<file path="src/blr_params.svh">
// blr_params.svh: offsets, field positions, reset values and timing counts
// assumes inclusion by bare name; definitions only
`ifndef BLR_PARAMS_SVH
`define BLR_PARAMS_SVH
`define BLR_OFF_RADIO_EXT_SELECT 32'h4000_0074
`define BLR_OFF_RADIO_POWER_TIMING 32'h4000_0080
`define BLR_OFF_ADV_CHANNEL_MAP 32'h4000_0090
`define BLR_OFF_ADV_INTERVAL 32'h4000_00a0
`define BLR_OFF_ACTIVE_SCAN 32'h4000_00a4
`define BLR_OFF_PUBLIC_LIST 32'h4000_00b0
`define BLR_OFF_PRIVATE_LIST 32'h4000_00b4
`define BLR_OFF_LIST_COUNTS 32'h4000_00b8
`define BLR_OFF_CIPHER_CONTROL 32'h4000_00c0
`define BLR_OFF_KEY_WORD0 32'h4000_00c4
`define BLR_OFF_KEY_WORD1 32'h4000_00c8
`define BLR_OFF_KEY_WORD2 32'h4000_00cc
`define BLR_OFF_KEY_WORD3 32'h4000_00d0
`define BLR_OFF_BLOCK_POINTER 32'h4000_00d4
`define BLR_OFF_IRQ_STATUS 32'h4000_00e8
`define BLR_OFF_IRQ_MASK 32'h4000_00ec
`define BLR_RST_POWER_TIMING 32'h00d2_03d2
`define BLR_RST_ADV_MAP 32'h0000_0007
`define BLR_RADIO_SELECT_LSB 16
`define BLR_RADIO_SELECT_MSB 20
`define BLR_RTRIP_LSB 24
`define BLR_RTRIP_MSB 30
`define BLR_RXPU_LSB 16
`define BLR_RXPU_MSB 23
`define BLR_TXPD_LSB 8
`define BLR_TXPD_MSB 11
`define BLR_TXPU_LSB 0
`define BLR_TXPU_MSB 7
`define BLR_SCAN_INIT_A_LSB 16
`define BLR_SCAN_INIT_A_MSB 24
`define BLR_PRIV_CNT_LSB 8
`define BLR_PRIV_CNT_MSB 15
`define BLR_START_BIT 0
`define BLR_CLK_MHZ 100
`define BLR_CYCLES_PER_US (`BLR_CLK_MHZ * 1000 / 1000)
`endif

</file>
<file path="src/blr_pkg.sv">
// blr_pkg.sv: types shared by the configuration register block
// assumes blr_params.svh is compiled alongside
package blr_pkg;
  // microsecond timer states, gray along idle, run, done
  typedef enum logic [1:0] {
    BLR_T_IDLE = 2'b00,
    BLR_T_RUN = 2'b01,
    BLR_T_DONE = 2'b11
  } blr_tstate_t;
  // axi response codes
  typedef enum logic [1:0] {
    BLR_RESP_OKAY = 2'b00,
    BLR_RESP_SLVERR = 2'b10
  } blr_resp_t;
endpackage : blr_pkg

</file>
<file path="src/blr_cfg_regs.sv">
// blr_cfg_regs.sv: link-layer radio, advertising and cipher configuration registers
// assumes an axi4-lite master on clk; outputs feed the sequencer and cipher engine
//
// Contract
// - hold seven-bit round trip latency
// - rx power-up length, resets to 210
// - tx power-down extension, resets to 3
// - tx power-up length, resets to 210
// - channel map bit i enables channel i+37
// - fourteen-bit advertising packet spacing in microseconds
// - back-off counter initial value, nine bits
// - nine-bit scan counter upper limit
// - public filter list base address
// - private filter list base address
// - private count upper byte, public lower
// - writing one starts cipher on key
// - start bit clears while done event is high
// - key assembled from four words, low first
// - block pointer for cipher data fetch
//
// The AXI4-Lite slave port was chosen for this implementation.
`timescale 1ns/1ns
`include "blr_params.svh"
module blr_cfg_regs
  import blr_pkg::*;
#(
  parameter int unsigned CYCLES_PER_US = `BLR_CYCLES_PER_US
)
(
  input wire logic clk,
  input wire logic reset_n,
  // axi4-lite slave
  input wire logic [31:0] s_axi_awaddr,
  input wire logic s_axi_awvalid,
  output logic s_axi_awready,
  input wire logic [31:0] s_axi_wdata,
  input wire logic [3:0] s_axi_wstrb,
  input wire logic s_axi_wvalid,
  output logic s_axi_wready,
  output logic [1:0] s_axi_bresp,
  output logic s_axi_bvalid,
  input wire logic s_axi_bready,
  input wire logic [31:0] s_axi_araddr,
  input wire logic s_axi_arvalid,
  output logic s_axi_arready,
  output logic [31:0] s_axi_rdata,
  output logic [1:0] s_axi_rresp,
  output logic s_axi_rvalid,
  input wire logic s_axi_rready,
  // configuration outputs
  output logic [4:0] radio_select_field,
  output logic [6:0] round_trip_latency,
  output logic [7:0] rx_powerup_time,
  output logic [3:0] tx_powerdown_extension,
  output logic [7:0] tx_powerup_time,
  output logic [2:0] adv_channel_enables,
  output logic [13:0] adv_packet_spacing,
  output logic [8:0] scan_init_a,
  output logic [8:0] scan_counter_limit,
  output logic [15:0] public_list_base,
  output logic [15:0] private_list_base,
  output logic [7:0] private_entry_count,
  output logic [7:0] public_entry_count,
  output logic [127:0] cipher_key,
  output logic [15:0] cipher_block_pointer,
  output logic cipher_start_pulse,
  input wire logic cipher_done_event,
  output logic us_tick,
  // interval timer for advertising, pulses each elapsed spacing
  input wire logic adv_run,
  output logic adv_slot_pulse,
  output logic irq
);
  initial
  begin
    if (CYCLES_PER_US < 1) $error("cycles per microsecond must be at least one");
  end

  // write with byte enables onto an old word
  function automatic logic [31:0] merge(input logic [31:0] old, input logic [31:0] wd,
                                        input logic [3:0] be);
    logic [31:0] r;
    r = old;
    for (int i = 0; i < 4; i++)
      if (be[i]) r[i*8 +: 8] = wd[i*8 +: 8];
    return r;
  endfunction : merge

  // address decode, shared by read and write paths
  function automatic logic mapped(input logic [31:0] a);
    logic m;
    m = 1'b0;
    case (a)
      `BLR_OFF_RADIO_EXT_SELECT, `BLR_OFF_RADIO_POWER_TIMING, `BLR_OFF_ADV_CHANNEL_MAP,
      `BLR_OFF_ADV_INTERVAL, `BLR_OFF_ACTIVE_SCAN, `BLR_OFF_PUBLIC_LIST,
      `BLR_OFF_PRIVATE_LIST, `BLR_OFF_LIST_COUNTS, `BLR_OFF_CIPHER_CONTROL,
      `BLR_OFF_KEY_WORD0, `BLR_OFF_KEY_WORD1, `BLR_OFF_KEY_WORD2, `BLR_OFF_KEY_WORD3,
      `BLR_OFF_BLOCK_POINTER, `BLR_OFF_IRQ_STATUS, `BLR_OFF_IRQ_MASK:
        m = 1'b1;
      default:
        m = 1'b0;
    endcase
    return m;
  endfunction : mapped

  // register storage, full words with reserved bits held at zero, except the narrow start and irq bits
  logic [31:0] ext_select_q;
  logic [31:0] power_timing_q;
  logic [31:0] adv_map_q;
  logic [31:0] adv_interval_q;
  logic [31:0] active_scan_q;
  logic [31:0] public_ptr_q;
  logic [31:0] private_ptr_q;
  logic [31:0] counts_q;
  logic start_q; // cipher start bit, busy while set
  logic [31:0] key_q [4]; // key words, index 0 is the low word
  logic [31:0] block_ptr_q;
  logic [1:0] irq_status_q; // bit0 cipher done, bit1 adv slot
  logic [1:0] irq_mask_q;

  // write channel capture: address and data may arrive in either order
  logic aw_held_q;
  logic w_held_q;
  logic [31:0] awaddr_q;
  logic [31:0] wdata_q;
  logic [3:0] wstrb_q;
  logic wr_fire;
  assign wr_fire = aw_held_q && w_held_q && !s_axi_bvalid;

  // write address and data latches; ready only while the slot is empty
  always_ff @(posedge clk or negedge reset_n)
  begin
    if (!reset_n)
    begin
      aw_held_q <= 1'b0;
      w_held_q <= 1'b0;
      awaddr_q <= '0;
      wdata_q <= '0;
      wstrb_q <= '0;
      s_axi_awready <= 1'b0;
      s_axi_wready <= 1'b0;
    end
    else
    begin
      if (s_axi_awvalid && s_axi_awready)
      begin
        aw_held_q <= 1'b1;
        awaddr_q <= s_axi_awaddr;
      end
      else if (wr_fire)
        aw_held_q <= 1'b0;
      if (s_axi_wvalid && s_axi_wready)
      begin
        w_held_q <= 1'b1;
        wdata_q <= s_axi_wdata;
        wstrb_q <= s_axi_wstrb;
      end
      else if (wr_fire)
        w_held_q <= 1'b0;
      // drop ready right after a take so no second item slips in
      s_axi_awready <= !aw_held_q && !(s_axi_awvalid && s_axi_awready) && !s_axi_bvalid;
      s_axi_wready <= !w_held_q && !(s_axi_wvalid && s_axi_wready) && !s_axi_bvalid;
    end
  end

  // write response; unmapped addresses answer slverr
  always_ff @(posedge clk or negedge reset_n)
  begin
    if (!reset_n)
    begin
      s_axi_bvalid <= 1'b0;
      s_axi_bresp <= BLR_RESP_OKAY;
    end
    else if (wr_fire)
    begin
      s_axi_bvalid <= 1'b1;
      s_axi_bresp <= mapped(awaddr_q) ? BLR_RESP_OKAY : BLR_RESP_SLVERR;
    end
    else if (s_axi_bready)
      s_axi_bvalid <= 1'b0;
  end

  // plain configuration words; only documented field bits are kept
  always_ff @(posedge clk or negedge reset_n)
  begin
    if (!reset_n)
    begin
      ext_select_q <= '0;
      power_timing_q <= `BLR_RST_POWER_TIMING;
      adv_map_q <= `BLR_RST_ADV_MAP;
      adv_interval_q <= '0;
      active_scan_q <= '0;
      public_ptr_q <= '0;
      private_ptr_q <= '0;
      counts_q <= '0;
      block_ptr_q <= '0;
      irq_mask_q <= '0;
      for (int i = 0; i < 4; i++)
        key_q[i] <= '0;
    end
    else if (wr_fire)
    begin
      case (awaddr_q)
        `BLR_OFF_RADIO_EXT_SELECT:
          ext_select_q <= merge(ext_select_q, wdata_q, wstrb_q) & 32'h001f_0000;
        `BLR_OFF_RADIO_POWER_TIMING:
          power_timing_q <= merge(power_timing_q, wdata_q, wstrb_q) & 32'h7fff_0fff;
        `BLR_OFF_ADV_CHANNEL_MAP:
          adv_map_q <= merge(adv_map_q, wdata_q, wstrb_q) & 32'h0000_0007;
        `BLR_OFF_ADV_INTERVAL:
          adv_interval_q <= merge(adv_interval_q, wdata_q, wstrb_q) & 32'h0000_3fff;
        `BLR_OFF_ACTIVE_SCAN:
          active_scan_q <= merge(active_scan_q, wdata_q, wstrb_q) & 32'h01ff_01ff;
        `BLR_OFF_PUBLIC_LIST:
          public_ptr_q <= merge(public_ptr_q, wdata_q, wstrb_q) & 32'h0000_ffff;
        `BLR_OFF_PRIVATE_LIST:
          private_ptr_q <= merge(private_ptr_q, wdata_q, wstrb_q) & 32'h0000_ffff;
        `BLR_OFF_LIST_COUNTS:
          counts_q <= merge(counts_q, wdata_q, wstrb_q) & 32'h0000_ffff;
        `BLR_OFF_KEY_WORD0:
          key_q[0] <= merge(key_q[0], wdata_q, wstrb_q);
        `BLR_OFF_KEY_WORD1:
          key_q[1] <= merge(key_q[1], wdata_q, wstrb_q);
        `BLR_OFF_KEY_WORD2:
          key_q[2] <= merge(key_q[2], wdata_q, wstrb_q);
        `BLR_OFF_KEY_WORD3:
          key_q[3] <= merge(key_q[3], wdata_q, wstrb_q);
        `BLR_OFF_BLOCK_POINTER:
          block_ptr_q <= merge(block_ptr_q, wdata_q, wstrb_q) & 32'h0000_ffff;
        `BLR_OFF_IRQ_MASK:
          irq_mask_q <= wstrb_q[0] ? wdata_q[1:0] : irq_mask_q;
        default:
          ;
      endcase
    end
  end

  // cipher start: a written one starts; the done event clears, even when masked
  logic start_wr;
  assign start_wr = wr_fire && (awaddr_q == `BLR_OFF_CIPHER_CONTROL) && wstrb_q[0]
                    && wdata_q[`BLR_START_BIT];
  always_ff @(posedge clk or negedge reset_n)
  begin
    if (!reset_n)
    begin
      start_q <= 1'b0;
      cipher_start_pulse <= 1'b0;
    end
    else
    begin
      // a new start only while idle; a write during a run changes nothing
      cipher_start_pulse <= start_wr && !start_q;
      if (cipher_done_event)
        start_q <= 1'b0;
      else if (start_wr)
        start_q <= 1'b1;
    end
  end

  // microsecond tick and the advertising spacing timer
  logic tick_w;
  logic adv_busy;
  logic adv_done;
  logic adv_start;
  blr_us_tick #(.CYCLES_PER_US(CYCLES_PER_US)) u_tick (
    .clk(clk),
    .reset_n(reset_n),
    .tick(tick_w)
  );
  assign adv_start = adv_run && !adv_busy && !adv_done;
  blr_us_timer #(.WIDTH(14)) u_adv_timer (
    .clk(clk),
    .reset_n(reset_n),
    .tick(tick_w),
    .start(adv_start),
    .length(adv_interval_q[13:0]),
    .busy(adv_busy),
    .done(adv_done)
  );

  // sticky interrupt status; set wins over a write-one clear
  logic [1:0] irq_set;
  logic [1:0] irq_clr;
  // a slot that ends after run drops is swallowed, so no late slot follows a stop
  assign irq_set = {adv_done && adv_run, cipher_done_event};
  assign irq_clr = (wr_fire && awaddr_q == `BLR_OFF_IRQ_STATUS && wstrb_q[0]) ?
                   wdata_q[1:0] : 2'b00;
  always_ff @(posedge clk or negedge reset_n)
  begin
    if (!reset_n)
    begin
      irq_status_q <= '0;
      irq <= 1'b0;
      adv_slot_pulse <= 1'b0;
      us_tick <= 1'b0;
    end
    else
    begin
      irq_status_q <= (irq_status_q & ~irq_clr) | irq_set;
      irq <= |(((irq_status_q & ~irq_clr) | irq_set) & irq_mask_q);
      adv_slot_pulse <= adv_done && adv_run;
      us_tick <= tick_w;
    end
  end

  // read channel: one read at a time, data registered
  always_ff @(posedge clk or negedge reset_n)
  begin
    if (!reset_n)
    begin
      s_axi_arready <= 1'b0;
      s_axi_rvalid <= 1'b0;
      s_axi_rdata <= '0;
      s_axi_rresp <= BLR_RESP_OKAY;
    end
    else
    begin
      s_axi_arready <= !s_axi_rvalid && !(s_axi_arvalid && s_axi_arready);
      if (s_axi_arvalid && s_axi_arready)
      begin
        s_axi_rvalid <= 1'b1;
        s_axi_rresp <= mapped(s_axi_araddr) ? BLR_RESP_OKAY : BLR_RESP_SLVERR;
        case (s_axi_araddr)
          `BLR_OFF_RADIO_EXT_SELECT: s_axi_rdata <= ext_select_q;
          `BLR_OFF_RADIO_POWER_TIMING: s_axi_rdata <= power_timing_q;
          `BLR_OFF_ADV_CHANNEL_MAP: s_axi_rdata <= adv_map_q;
          `BLR_OFF_ADV_INTERVAL: s_axi_rdata <= adv_interval_q;
          `BLR_OFF_ACTIVE_SCAN: s_axi_rdata <= active_scan_q;
          `BLR_OFF_PUBLIC_LIST: s_axi_rdata <= public_ptr_q;
          `BLR_OFF_PRIVATE_LIST: s_axi_rdata <= private_ptr_q;
          `BLR_OFF_LIST_COUNTS: s_axi_rdata <= counts_q;
          `BLR_OFF_CIPHER_CONTROL: s_axi_rdata <= {31'd0, start_q}; // busy readback
          `BLR_OFF_KEY_WORD0: s_axi_rdata <= key_q[0];
          `BLR_OFF_KEY_WORD1: s_axi_rdata <= key_q[1];
          `BLR_OFF_KEY_WORD2: s_axi_rdata <= key_q[2];
          `BLR_OFF_KEY_WORD3: s_axi_rdata <= key_q[3];
          `BLR_OFF_BLOCK_POINTER: s_axi_rdata <= block_ptr_q;
          `BLR_OFF_IRQ_STATUS: s_axi_rdata <= {30'd0, irq_status_q};
          `BLR_OFF_IRQ_MASK: s_axi_rdata <= {30'd0, irq_mask_q};
          default: s_axi_rdata <= '0;
        endcase
      end
      else if (s_axi_rready)
        s_axi_rvalid <= 1'b0;
    end
  end

  // field outputs registered so every output comes from a flip-flop
  always_ff @(posedge clk or negedge reset_n)
  begin
    if (!reset_n)
    begin
      radio_select_field <= '0;
      round_trip_latency <= '0;
      rx_powerup_time <= 8'h00;
      tx_powerdown_extension <= 4'h0;
      tx_powerup_time <= 8'h00;
      adv_channel_enables <= 3'h0;
      adv_packet_spacing <= '0;
      scan_init_a <= '0;
      scan_counter_limit <= '0;
      public_list_base <= '0;
      private_list_base <= '0;
      private_entry_count <= '0;
      public_entry_count <= '0;
      cipher_key <= '0;
      cipher_block_pointer <= '0;
    end
    else
    begin
      radio_select_field <= ext_select_q[`BLR_RADIO_SELECT_MSB:`BLR_RADIO_SELECT_LSB];
      round_trip_latency <= power_timing_q[`BLR_RTRIP_MSB:`BLR_RTRIP_LSB];
      rx_powerup_time <= power_timing_q[`BLR_RXPU_MSB:`BLR_RXPU_LSB];
      tx_powerdown_extension <= power_timing_q[`BLR_TXPD_MSB:`BLR_TXPD_LSB];
      tx_powerup_time <= power_timing_q[`BLR_TXPU_MSB:`BLR_TXPU_LSB];
      adv_channel_enables <= adv_map_q[2:0];
      adv_packet_spacing <= adv_interval_q[13:0];
      scan_init_a <= active_scan_q[`BLR_SCAN_INIT_A_MSB:`BLR_SCAN_INIT_A_LSB];
      scan_counter_limit <= active_scan_q[8:0];
      public_list_base <= public_ptr_q[15:0];
      private_list_base <= private_ptr_q[15:0];
      private_entry_count <= counts_q[`BLR_PRIV_CNT_MSB:`BLR_PRIV_CNT_LSB];
      public_entry_count <= counts_q[7:0];
      cipher_key <= {key_q[3], key_q[2], key_q[1], key_q[0]};
      cipher_block_pointer <= block_ptr_q[15:0];
    end
  end
endmodule : blr_cfg_regs

</file>
<file path="src/blr_us_tick.sv">
// blr_us_tick.sv: one-microsecond tick divider from the core clock
// assumes a free-running clk at the rate set by the parameter
`timescale 1ns/1ns
`include "blr_params.svh"
module blr_us_tick
  import blr_pkg::*;
#(
  parameter int unsigned CYCLES_PER_US = `BLR_CYCLES_PER_US
)
(
  input wire logic clk,
  input wire logic reset_n,
  output logic tick
);
  localparam int unsigned W = (CYCLES_PER_US > 1) ? $clog2(CYCLES_PER_US) : 1;
  logic [W-1:0] div_q; // cycle counter within a microsecond
  initial
  begin
    if (CYCLES_PER_US < 1) $error("cycles per microsecond must be at least one");
  end
  // divider: tick is one cycle high every microsecond
  always_ff @(posedge clk or negedge reset_n)
  begin
    if (!reset_n)
    begin
      div_q <= '0;
      tick <= 1'b0;
    end
    else if (div_q == W'(CYCLES_PER_US - 1))
    begin
      div_q <= '0;
      tick <= 1'b1;
    end
    else
    begin
      div_q <= div_q + W'(1);
      tick <= 1'b0;
    end
  end
endmodule : blr_us_tick

</file>
<file path="src/blr_us_timer.sv">
// blr_us_timer.sv: microsecond delay timer, loaded with a length and started
// assumes tick from blr_us_tick; a length of zero finishes at once
`timescale 1ns/1ns
module blr_us_timer
  import blr_pkg::*;
#(
  parameter int unsigned WIDTH = 8
)
(
  input wire logic clk,
  input wire logic reset_n,
  input wire logic tick,
  input wire logic start,
  input wire logic [WIDTH-1:0] length,
  output logic busy,
  output logic done
);
  blr_tstate_t st_q; // timer state
  logic [WIDTH-1:0] cnt_q; // microseconds left
  initial
  begin
    if (WIDTH < 1) $error("timer width must be at least one");
  end
  // countdown; zero length gives a done pulse next cycle, no added delay
  always_ff @(posedge clk or negedge reset_n)
  begin
    if (!reset_n)
    begin
      st_q <= BLR_T_IDLE;
      cnt_q <= '0;
    end
    else
    begin
      case (st_q)
        BLR_T_IDLE:
        begin
          if (start)
          begin
            cnt_q <= length;
            st_q <= (length == '0) ? BLR_T_DONE : BLR_T_RUN;
          end
        end
        BLR_T_RUN:
        begin
          if (tick)
          begin
            // last microsecond elapsed
            if (cnt_q == WIDTH'(1))
              st_q <= BLR_T_DONE;
            cnt_q <= cnt_q - WIDTH'(1);
          end
        end
        BLR_T_DONE:
          st_q <= BLR_T_IDLE;
        default:
          st_q <= BLR_T_IDLE;
      endcase
    end
  end
  assign busy = (st_q == BLR_T_RUN);
  assign done = (st_q == BLR_T_DONE);
endmodule : blr_us_timer

</file>
<file path="config.mk">
export PLATFORM = sky130hd
export DESIGN_NAME = blr_cfg_regs
export DESIGN_NICKNAME = d
export VERILOG_FILES = /design/src/blr_pkg.sv /design/src/blr_cfg_regs.sv /design/src/blr_us_tick.sv /design/src/blr_us_timer.sv
export VERILOG_INCLUDE_DIRS = /design/src
export SDC_FILE = /design/constraint.sdc
export NUM_CORES = 1
export LEC_CHECK = 0
export BUFFER_PORTS_ARGS = -buffer_cell sky130_fd_sc_hd__buf_2
export CORE_AREA = 5 5 196 293
export CTS_CLUSTER_DIAMETER = 100
export DETAILED_ROUTE_END_ITERATION = 16
export DIE_AREA = 0 0 201 298
export GPL_TIMING_DRIVEN = 0
export PLACE_DENSITY = 0.66
export SLEW_MARGIN = 20
export SYNTH_ARGS = -nofsm -noshare
export SYNTH_HDL_FRONTEND = slang
export SYNTH_SLANG_ARGS = --single-unit
</file>
<file path="constraint.sdc">
create_clock -name clk -period 3 [get_ports clk]
set_input_delay 0.9 -clock clk [delete_from_list [all_inputs] [get_ports clk]]
set_output_delay 0.9 -clock clk [all_outputs]
set_load 0.02 [all_outputs]
</file>
# == After elaboration in Yosys (flattened, before gate mapping) ==
# Index checks and enable logic that the tools add are counted.
# word_totals
reg_bits,662
wordCells,226
out_inout_bits,304
in_bits,109
# op_classes
addsub,2
reduce_logical,79
n_mux,27
bitwise_logic,4
n_eq_ne,39
# ops
operator,count
$eq A32 B31 Y1 const B,32
$pmux W32 S16,1
$reduce_and A3 Y1,39
$reduce_or A16 Y1,2
$mux W14,2
$pmux W14 S2,1
$logic_and A1 B1 Y1,19
$eq A14 B1 Y1 const B,1
$logic_not A14 Y1,1
$mux W1,14
$mux W2,7
$sub A14 B1 Y14 const B,1
$reduce_bool A2 Y1,6
$logic_not A1 Y1,10
$add A7 B1 Y7 const B,1
$eq A7 B7 Y1 const B,1
$mux W7,1
$and A2 B2 Y2,2
$ne A2 B1 Y1 const B,2
$pmux W2 S2,1
$eq A2 B1 Y1 const B,1
$eq A2 B2 Y1 const B,1
$logic_not A2 Y1,1
$ne A2 B2 Y1 const B,1
other kinds (3),3

# == Depth between registers and ports, before layout ==
# Gate-level depths: netlist of run 1.
# depth
ltp_word,10
depth_mapped,10
depth_no_buf,8

# == Cells and area by module ==
# Synthesis of run 1 repeated with hierarchy kept, for this count alone.
# hier_totals
cells_unflattened,1618
hier_area_um2,24671.2
# by_module_without_submodules
module,seq_area_each_um2,cells_each,area_each_um2,n_inst
blr_cfg_regs,15931.5,1459,23139.7,1
blr_us_timer,400.4,129,1161.1,1
blr_us_tick,200.2,30,370.4,1

# == Worst setup path after synthesis of run 1 ==
# Ideal clock, no wire load.
# synth_path
path_type,input port to flip-flop
start,in s_axi_araddr[21]
end,reg s_axi_rdata[7]
path_stages,9
arrival_time_ps,2697
path_slack_ps,216
setup_ps,87
t_required_ps,2913
path_buffers,3
cell_sequence,nor4_1 > nand2_1 > buf_2 > buf_2 > nor4_1 > buf_2 > a22oi_1 > and3_1 > a22oi_1
# synth_via
elab_chain_cells,2
word_cells_on_any_way,17
classes_between,16 x eq/ne; 1 x mux
# synth_lines
element,line,rtl
"start, declared",blr_cfg_regs.sv:43,"input wire logic [31:0] s_axi_araddr,"
$eq A32 B31 Y1,blr_cfg_regs.sv:323,case (s_axi_araddr)
$pmux W32 S16 *,blr_cfg_regs.sv:323,
"end signal, assigned",blr_cfg_regs.sv:324,`BLR_OFF_RADIO_EXT_SELECT: s_axi_rdata <= ext_select_q;
"end signal, assigned",blr_cfg_regs.sv:325,`BLR_OFF_RADIO_POWER_TIMING: s_axi_rdata <= power_timing_q;
"end signal, assigned",blr_cfg_regs.sv:326,`BLR_OFF_ADV_CHANNEL_MAP: s_axi_rdata <= adv_map_q;
"end, declared",blr_cfg_regs.sv:46,"output logic [31:0] s_axi_rdata,"
# Every way passes the cells marked *; elsewhere a longest branch is shown, timed or not.
# A chain may end at the register's enable or synchronous reset.

# == Worst setup path in the final report of run 1 ==
# layout_path
start,in s_axi_araddr[17]
end,reg s_axi_rdata[11]
# Same word-level chain as after synthesis.

==> results of run 1 <==
-- stage by stage --
stage / util (%) / std cells
after floorplan: - / 1613
after global placement: 49.8 / 2716
after detailed placement: 50.2 / 2723
after CTS: 54.5 / 2847
after global routing: 54.8 / 2854
final: 54.8 / 2855
-- worst paths after layout --
kind,startpoint,slack (ps),depth (start not counted),end
setup reg to reg,s_axi_bvalid,90,6,public_ptr_q[15]
hold reg to reg,counts_q[4],400,0,public_entry_count[4]
max in group asynchronous,reset_n,1370,4,adv_map_q[1]
hold / removal,reset_n,90,1,adv_packet_spacing[10]
min in group clk,counts_q[4],400,0,public_entry_count[4]
setup / recovery,s_axi_araddr[17],-1,8,s_axi_rdata[11]
-- report_power, final --
group	internal, uW	switching [uW]
Sequential	9460	587
Clock	4700	3390
Combinational	797	1220
-- final cells by class --
class	count	area [sq um]	share of cell area [%]
antenna	5	12.5	0.0419
buffer	77	375	1.26
clock buffer	83	1720	5.76
clock inverter	28	378	1.26
inverter	17	63.8	0.214
multi-input combinational	858	7490	25.1
sequential	660	16500	55.3
tap	695	870	2.91
timing repair buffer	432	2430	8.15
-- per-layer routing --
| layer | track usage [%] | share of wire, % | wire, microns |
|---|---|---|---|
| met3 | 5.47 | 6.4 | 4890 |
| met4 | 10.2 | 4.3 | 3300 |
| met5 | 0 | 0.043 | 33 |
| met1 | 29.6 | 38 | 28600 |
| met2 | 43.8 | 52 | 39300 |
-- synth_stat cells (5+ instances only) --
master / instances / area (sq um)
sky130_fd_sc_hd__dfrtp_1: 647 / 16200
sky130_fd_sc_hd__mux2_2: 328 / 3690
sky130_fd_sc_hd__nand2_1: 76 / 285
sky130_fd_sc_hd__a22oi_1: 55 / 413
sky130_fd_sc_hd__clkbuf_1: 45 / 169
sky130_fd_sc_hd__nand3_1: 43 / 215
sky130_fd_sc_hd__a21oi_1: 28 / 140
sky130_fd_sc_hd__a222oi_1: 27 / 270
sky130_fd_sc_hd__a22o_1: 27 / 236
sky130_fd_sc_hd__nor2_1: 26 / 97.6
sky130_fd_sc_hd__o21ai_0: 25 / 125
sky130_fd_sc_hd__nor3_1: 22 / 110
sky130_fd_sc_hd__buf_2: 20 / 100
sky130_fd_sc_hd__a221oi_1: 18 / 158
sky130_fd_sc_hd__inv_1: 16 / 60.1
sky130_fd_sc_hd__nor4_1: 16 / 100
sky130_fd_sc_hd__and3_1: 14 / 87.6
sky130_fd_sc_hd__dfstp_2: 13 / 342
sky130_fd_sc_hd__nand4_1: 11 / 68.8
sky130_fd_sc_hd__nor2_2: 8 / 50.1
sky130_fd_sc_hd__nor4_4: 7 / 149
sky130_fd_sc_hd__a211oi_1: 6 / 45.0
sky130_fd_sc_hd__and2_1: 6 / 37.5
sky130_fd_sc_hd__buf_1: 6 / 22.5
sky130_fd_sc_hd__and2_0: 5 / 31.3
sky130_fd_sc_hd__nor2b_1: 5 / 31.3
sky130_fd_sc_hd__o41ai_1: 5 / 43.8
-- cells by family (layout without fill, tap and decap cells) --
| group | Yosys count | in the layout |
|---|---|---|
| and+or+nand+nor | 289 | 289 |
| DFF | 660 | 660 |
| buffers and inverters | 95 | 637 |
| adders and majority gates | 3 | 3 |
| muxes | 334 | 334 |
| other | 1 | 7 |
| xor gates and xnor gates | 4 | 4 |
| AOI/OAI and AO/OA | 226 | 226 |
-- flip-flops by register name (all words and copies together), names as in the netlist, 18 cells and up --
name,cells
awaddr_q,32
key_q,128
s_axi_rdata,32
active_scan_q,18
power_timing_q,27
wdata_q,32
cipher_key,128
-- critical path, delay by kind of cell --
family | cells | cell delay, ps
buffers and inverters | 2 | 400
AND/OR/NAND/NOR | 4 | 1770
AO/OA/AOI/OAI | 2 | 420
-- what timing repair did --
item	4_1_cts	5_1_grt
endpoints found under the setup margin	126	231
pin swaps	8	8
buffers inserted	13	4
gates resized for setup	28	22
==> reports/results.md, run 1 <==
| Result | This run | Unit |
| --- | --- | --- |
| Final number of setup-violating endpoints | 1 | - |
| Min Hold Slack | 89.7 | ps |
| Final std cell area, no fill | 29900 | sq um |
| Clock transition at the register clock pins on the worst setup and hold paths after CTS | 70 | ps |
| Yosys warns | 0 | - |
| Avg Inst Size Synth | 15.0 | sq um |
| Residual DRC | 0 | - |
| Placed wire-length estimate | 55.3 | mm |
| Clock buffer count from CTS | 59 | - |
| Horizontal extent of the die | 201 | microns |
| Antenna-violating nets left | 0 | - |
| Post-route worst setup slack | -1.22 | ps |
| Fraction of registers with async set/reset | 100 | % |
| Overall global routing resource usage | 24.9 | % |
| Class of the tightest hold or removal check | input port to async pin | - |
| Post-place instance area | 27400 | sq um |
| Worst setup skew after layout | 22.2 | ps |
| Starting density of the core | 44.4 | % |
| Slowest library cell on the worst path | sky130_fd_sc_hd__nor4_4 | - |
| Area share of and/or/nand/nor cells after synthesis | 7.12 | % |
| Detailed-routing iteration count for the pre-antenna-repair pass | 5 | - |
| Endpoint kind of the worst setup timing path | register | - |
| Total gr overflow | 0 | - |
| Core Region | 54500 | sq um |
| Routed via count | 16200 | - |
| Cells along the critical path | buf_2 -> nor4_2 -> nand4_4 -> nor4_4 -> or4_1 -> o21bai_2 -> buf_4 -> a22oi_1 | - |
| Most common cell after layout, fill and taps aside | sky130_fd_sc_hd__dfrtp_1 | - |
| Most used flip-flop cell after synthesis | sky130_fd_sc_hd__dfrtp_1 | - |
| Flip-flop and latch count after synthesis | 660 | - |
| Count of routing violations after the opening detailed-route iteration | 1042 | - |
| Antenna violations before repair | 8 | - |
| Pin count of the biggest net entering global routing | 110 | - |
| Die height | 298 | microns |
| Root buffer selected by CTS | sky130_fd_sc_hd__clkbuf_16 | - |
| Status | finished with violations | - |
| Via/cell ratio | 5.67 | - |
| Fraction of the cycle the final worst path needs | 100 | % |
| Post-synth design cell area | 24200 | sq um |
| Most frequent cells in the layout | 647 x sky130_fd_sc_hd__dfrtp_1, 422 x sky130_fd_sc_hd__buf_2, 328 x sky130_fd_sc_hd__mux2_2 | - |
| Number of filler instances in the final layout | 4479 | - |
| Required time of the worst setup path | 3510 | ps |
| Largest vdd supply drop | 0.381 | mV |
| Last weighted congestion value of the routability-driven placer | 0.876 | - |
| Worst slack, placed | -1240 | ps |
| Max-slew headroom | 34.6 | % |
| Accumulated negative setup slack | -1.22 | ps |
| Setup repair after global routing missed its margin | yes | - |
| Fraction of layout instances using a drive strength above 1 | 44.5 | % |
| Peak clock frequency supported by timing | 333 | MHz |
| TritonCTS clock tree | built | - |
| Leakage power summed over all cells | 0.0155 | uW |
| Violated checks | setup timing | - |
| Count of different cell masters after synthesis | 76 | - |
| Time the final worst path needs with I/O delays and setup | 3000 | ps |
| Pwr dens | 675 | nW/um^2 |
| Post-layout total power | 20200 | uW |
| Clock Sink Count | 660 | - |
| Count of pins over their slew limit | 0 | - |
| Share of synthesized cell area in full adder, half adder and majority cells | 0.155 | % |
| Worst stage delay on the critical path | 850 | ps |
| Slew at the pin with the worst max-slew slack | 981 | ps |
| H-tree Lvls | 2 | - |
| First-pass GRT wire length | 113 | mm |
| Number of I/O pins | 413 | - |
| Reported max-cap violation count | 0 | - |
| Number of endpoints with negative hold slack in the final report | 0 | - |
| Quantity of I/O buffers inserted on ports | 408 | - |
| Mux contribution to synthesized area | 15.6 | % |
| Post-layout net count | 2217 | - |
| Worst-case clock buffer depth | 3 | - |
| Worst-path maximum fanout | 10 | - |
| Number of enable flip-flop cells after synthesis | 0 | - |
| Arrival time of the worst setup path | 3510 | ps |
| Area share of xor/xnor cells in the synthesized design | 0.145 | % |
| Total detailed-routing wirelength | 76.1 | mm |
| Die ar. | 59900 | sq um |
| Clock Latency Late Sink | 610 | ps |
| Post-CTS Hold Fix Bufs | 0 | - |
| Critical Path Source Type | input port | - |
| Complex-gate fraction of the synthesized area | 7.04 | % |
| Worst Path Class, Setup | input port to register | - |
| Part of the Yosys area used for sequential elements | 68.2 | % |
| Rows | 105 | - |
| Area growth syn-to-layout | 23.3 | % |
| Number of global-route vias before repair | 17400 | - |
| Dominant combinational cell family by area after synthesis | multiplexers | - |
| Average wire per cell in the routed design | 26.7 | microns |
| Synth Instances | 1612 | - |
Power figures use the tool's default switching activity.
==> inputs of run 2 (changes only) <==
--- a/config.mk
+++ b/config.mk
@@ -12,6 +12,7 @@
 export DETAILED_ROUTE_END_ITERATION = 16
 export DIE_AREA = 0 0 201 298
 export GPL_TIMING_DRIVEN = 0
+export MAX_ROUTING_LAYER = met4
 export PLACE_DENSITY = 0.66
 export SLEW_MARGIN = 20
 export SYNTH_ARGS = -nofsm -noshare
==> run 2 against run 1 <==
The run now ends clean. Sequential power is essentially flat. Utilization about the same. Clock skew barely moved. Register-to-register slack worse by 50 ps. Largest power group unchanged. Non-clock buffer count unchanged. Via count barely moved. Cell count about the same. Sequential share of layout area is essentially flat. Design area hardly changed. First-iteration DRC count shrank 8.4%. Critical endpoint is now s_axi_rdata[12].
==> reports/results.md, run 2 (synthesis results as in run 1) <==
| Result | This run | Unit |
| --- | --- | --- |
| Status | finished clean | - |
| Detailed-routing iteration count for the pre-antenna-repair pass | 5 | - |
| Total gr overflow | 0 | - |
| Fraction of layout instances using a drive strength above 1 | 44.5 | % |
| Clock buffer count from CTS | 59 | - |
| Slew at the pin with the worst max-slew slack | 994 | ps |
| Leakage power summed over all cells | 0.0155 | uW |
| Worst setup skew after layout | 22.4 | ps |
| Clock Sink Count | 660 | - |
| Horizontal extent of the die | 201 | microns |
| Worst-case clock buffer depth | 3 | - |
| Pin count of the biggest net entering global routing | 110 | - |
| Most frequent cells in the layout | 647 x sky130_fd_sc_hd__dfrtp_1, 422 x sky130_fd_sc_hd__buf_2, 328 x sky130_fd_sc_hd__mux2_2 | - |
| TritonCTS clock tree | built | - |
| Root buffer selected by CTS | sky130_fd_sc_hd__clkbuf_16 | - |
| Quantity of I/O buffers inserted on ports | 408 | - |
| Time the final worst path needs with I/O delays and setup | 2970 | ps |
| Flop-to-flop setup slack | 40 | ps |
| Pwr dens | 676 | nW/um^2 |
| Starting density of the core | 44.4 | % |
| Post-route worst setup slack | 26.2 | ps |
| RR Startpoint | s_axi_bvalid | - |
| Antenna violations before repair | 8 | - |
| Average wire per cell in the routed design | 26.7 | microns |
| Residual DRC | 0 | - |
| First-pass GRT wire length | 113 | mm |
| Total detailed-routing wirelength | 76.2 | mm |
| Reg-to-Reg End | private_ptr_q[13] | - |
| Area growth syn-to-layout | 23.3 | % |
| Count of routing violations after the opening detailed-route iteration | 954 | - |
| Required time of the worst setup path | 3510 | ps |
| Max-slew headroom | 33.7 | % |
| Die ar. | 59900 | sq um |
| Worst Reg-to-Reg Cells | 6 | - |
| Peak clock frequency supported by timing | 336 | MHz |
| Setup repair after global routing missed its margin | yes | - |
| Worst slack, placed | -1240 | ps |
| Clock transition at the register clock pins on the worst setup and hold paths after CTS | 70 | ps |
| Die height | 298 | microns |
| Arrival time of the worst setup path | 3490 | ps |
| Clock Latency Late Sink | 610 | ps |
| Crit path from | s_axi_araddr[17] | - |
| Number of I/O pins | 413 | - |
| Overall global routing resource usage | 25.6 | % |
| Post-CTS Hold Fix Bufs | 0 | - |
| Largest vdd supply drop | 0.382 | mV |
| H-tree Lvls | 2 | - |
| Worst Path Class, Setup | input port to register | - |
| Class of the tightest hold or removal check | input port to async pin | - |
| Via/cell ratio | 5.67 | - |
| Number of endpoints with negative hold slack in the final report | 0 | - |
| Antenna-violating nets left | 0 | - |
| Reported max-cap violation count | 0 | - |
| Largest registers | cipher_key: 128 flops, key_q: 128 flops | - |
| Critical Path Source Type | input port | - |
| Rows | 105 | - |
| Final number of setup-violating endpoints | 0 | - |
| Critical Path Sink | s_axi_rdata[12] | - |
| Core occupancy in the finished layout | 54.8 | % |
| Fraction of the cycle the final worst path needs | 99.1 | % |
| Most common cell after layout, fill and taps aside | sky130_fd_sc_hd__dfrtp_1 | - |
| Min Hold Slack | 91.0 | ps |
| Routed via count | 16200 | - |
| Count of pins over their slew limit | 0 | - |
| Number of global-route vias before repair | 17300 | - |
| Endpoint kind of the worst setup timing path | register | - |
| Accumulated negative setup slack | 0 | ps |
| Core Region | 54500 | sq um |
| Placed wire-length estimate | 55.3 | mm |
| Last weighted congestion value of the routability-driven placer | 0.890 | - |
| Post-layout net count | 2217 | - |
| Worst-path maximum fanout | 10 | - |
==> run 2: worst min path at each step <==
stage / cells past startpoint / startpoint / to
global route: 1 / reset_n / adv_packet_spacing[8]
detailed placement: 0 / power_timing_q[10] / tx_powerdown_extension[2]
floorplan: 0 / key_q[32] / cipher_key[64]
global placement: 0 / key_q[4] / cipher_key[100]
CTS: 1 / reset_n / adv_packet_spacing[8]
finish: 1 / reset_n / adv_packet_spacing[10]
==> run 2: through the flow <==
step / total power, uW / std cells / area [sq um]
2_1_floorplan: 11300 / 1613 / 24200
3_3_place_gp: 12100 / 2716 / 27100
3_5_place_dp: 12200 / 2723 / 27400
4_1_cts: 20300 / 2847 / 29700
5_1_grt: 21000 / 2857 / 29900
6_report: 20200 / 2857 / 29900
==> run 2: what timing repair did <==
action | in CTS | in global routing
setup endpoints to repair | 126 | 231
gates resized for setup | 28 | 22
setup buffers | 13 | 4
cloned | 0 | 0
pin swaps | 8 | 8
==> run 2: worst max-delay path: stages <==
cell and delay, ps:
sky130_fd_sc_hd__buf_2 100, sky130_fd_sc_hd__nor4_2 380, sky130_fd_sc_hd__nand4_4 260, sky130_fd_sc_hd__nor4_4 860, sky130_fd_sc_hd__or4_1 270, sky130_fd_sc_hd__o21bai_2 200
sky130_fd_sc_hd__buf_4 300, sky130_fd_sc_hd__a22oi_1 190
==> run 2: power by group <==
part	total, uW	internal [uW]	switching (uW)
Combinational	2020	797	1230
Clock	8100	4700	3400
Sequential	10100	9460	593
==> run 2: routing by layer <==
metal / GRT usage, % / wire length (microns) / up-vias
li1: - / - / 6923
met3: 5.27 / 5070 / 210
met5: - / 0 / -
met4: 10.4 / 3480 / 0
met2: 43.6 / 39100 / 693
met1: 30.0 / 28600 / 8364
==> run 2: area by class of cell <==
class                      instances  area, sq um
sequential                       660        16500
fill                            4477        24600
inverter                          17         63.8
buffer                            77          375
clock buffer                      83         1720
timing repair buffer             432         2430
antenna                            7         17.5
clock inverter                    28          378
multi-input combinational        858         7490
tap                              695          870
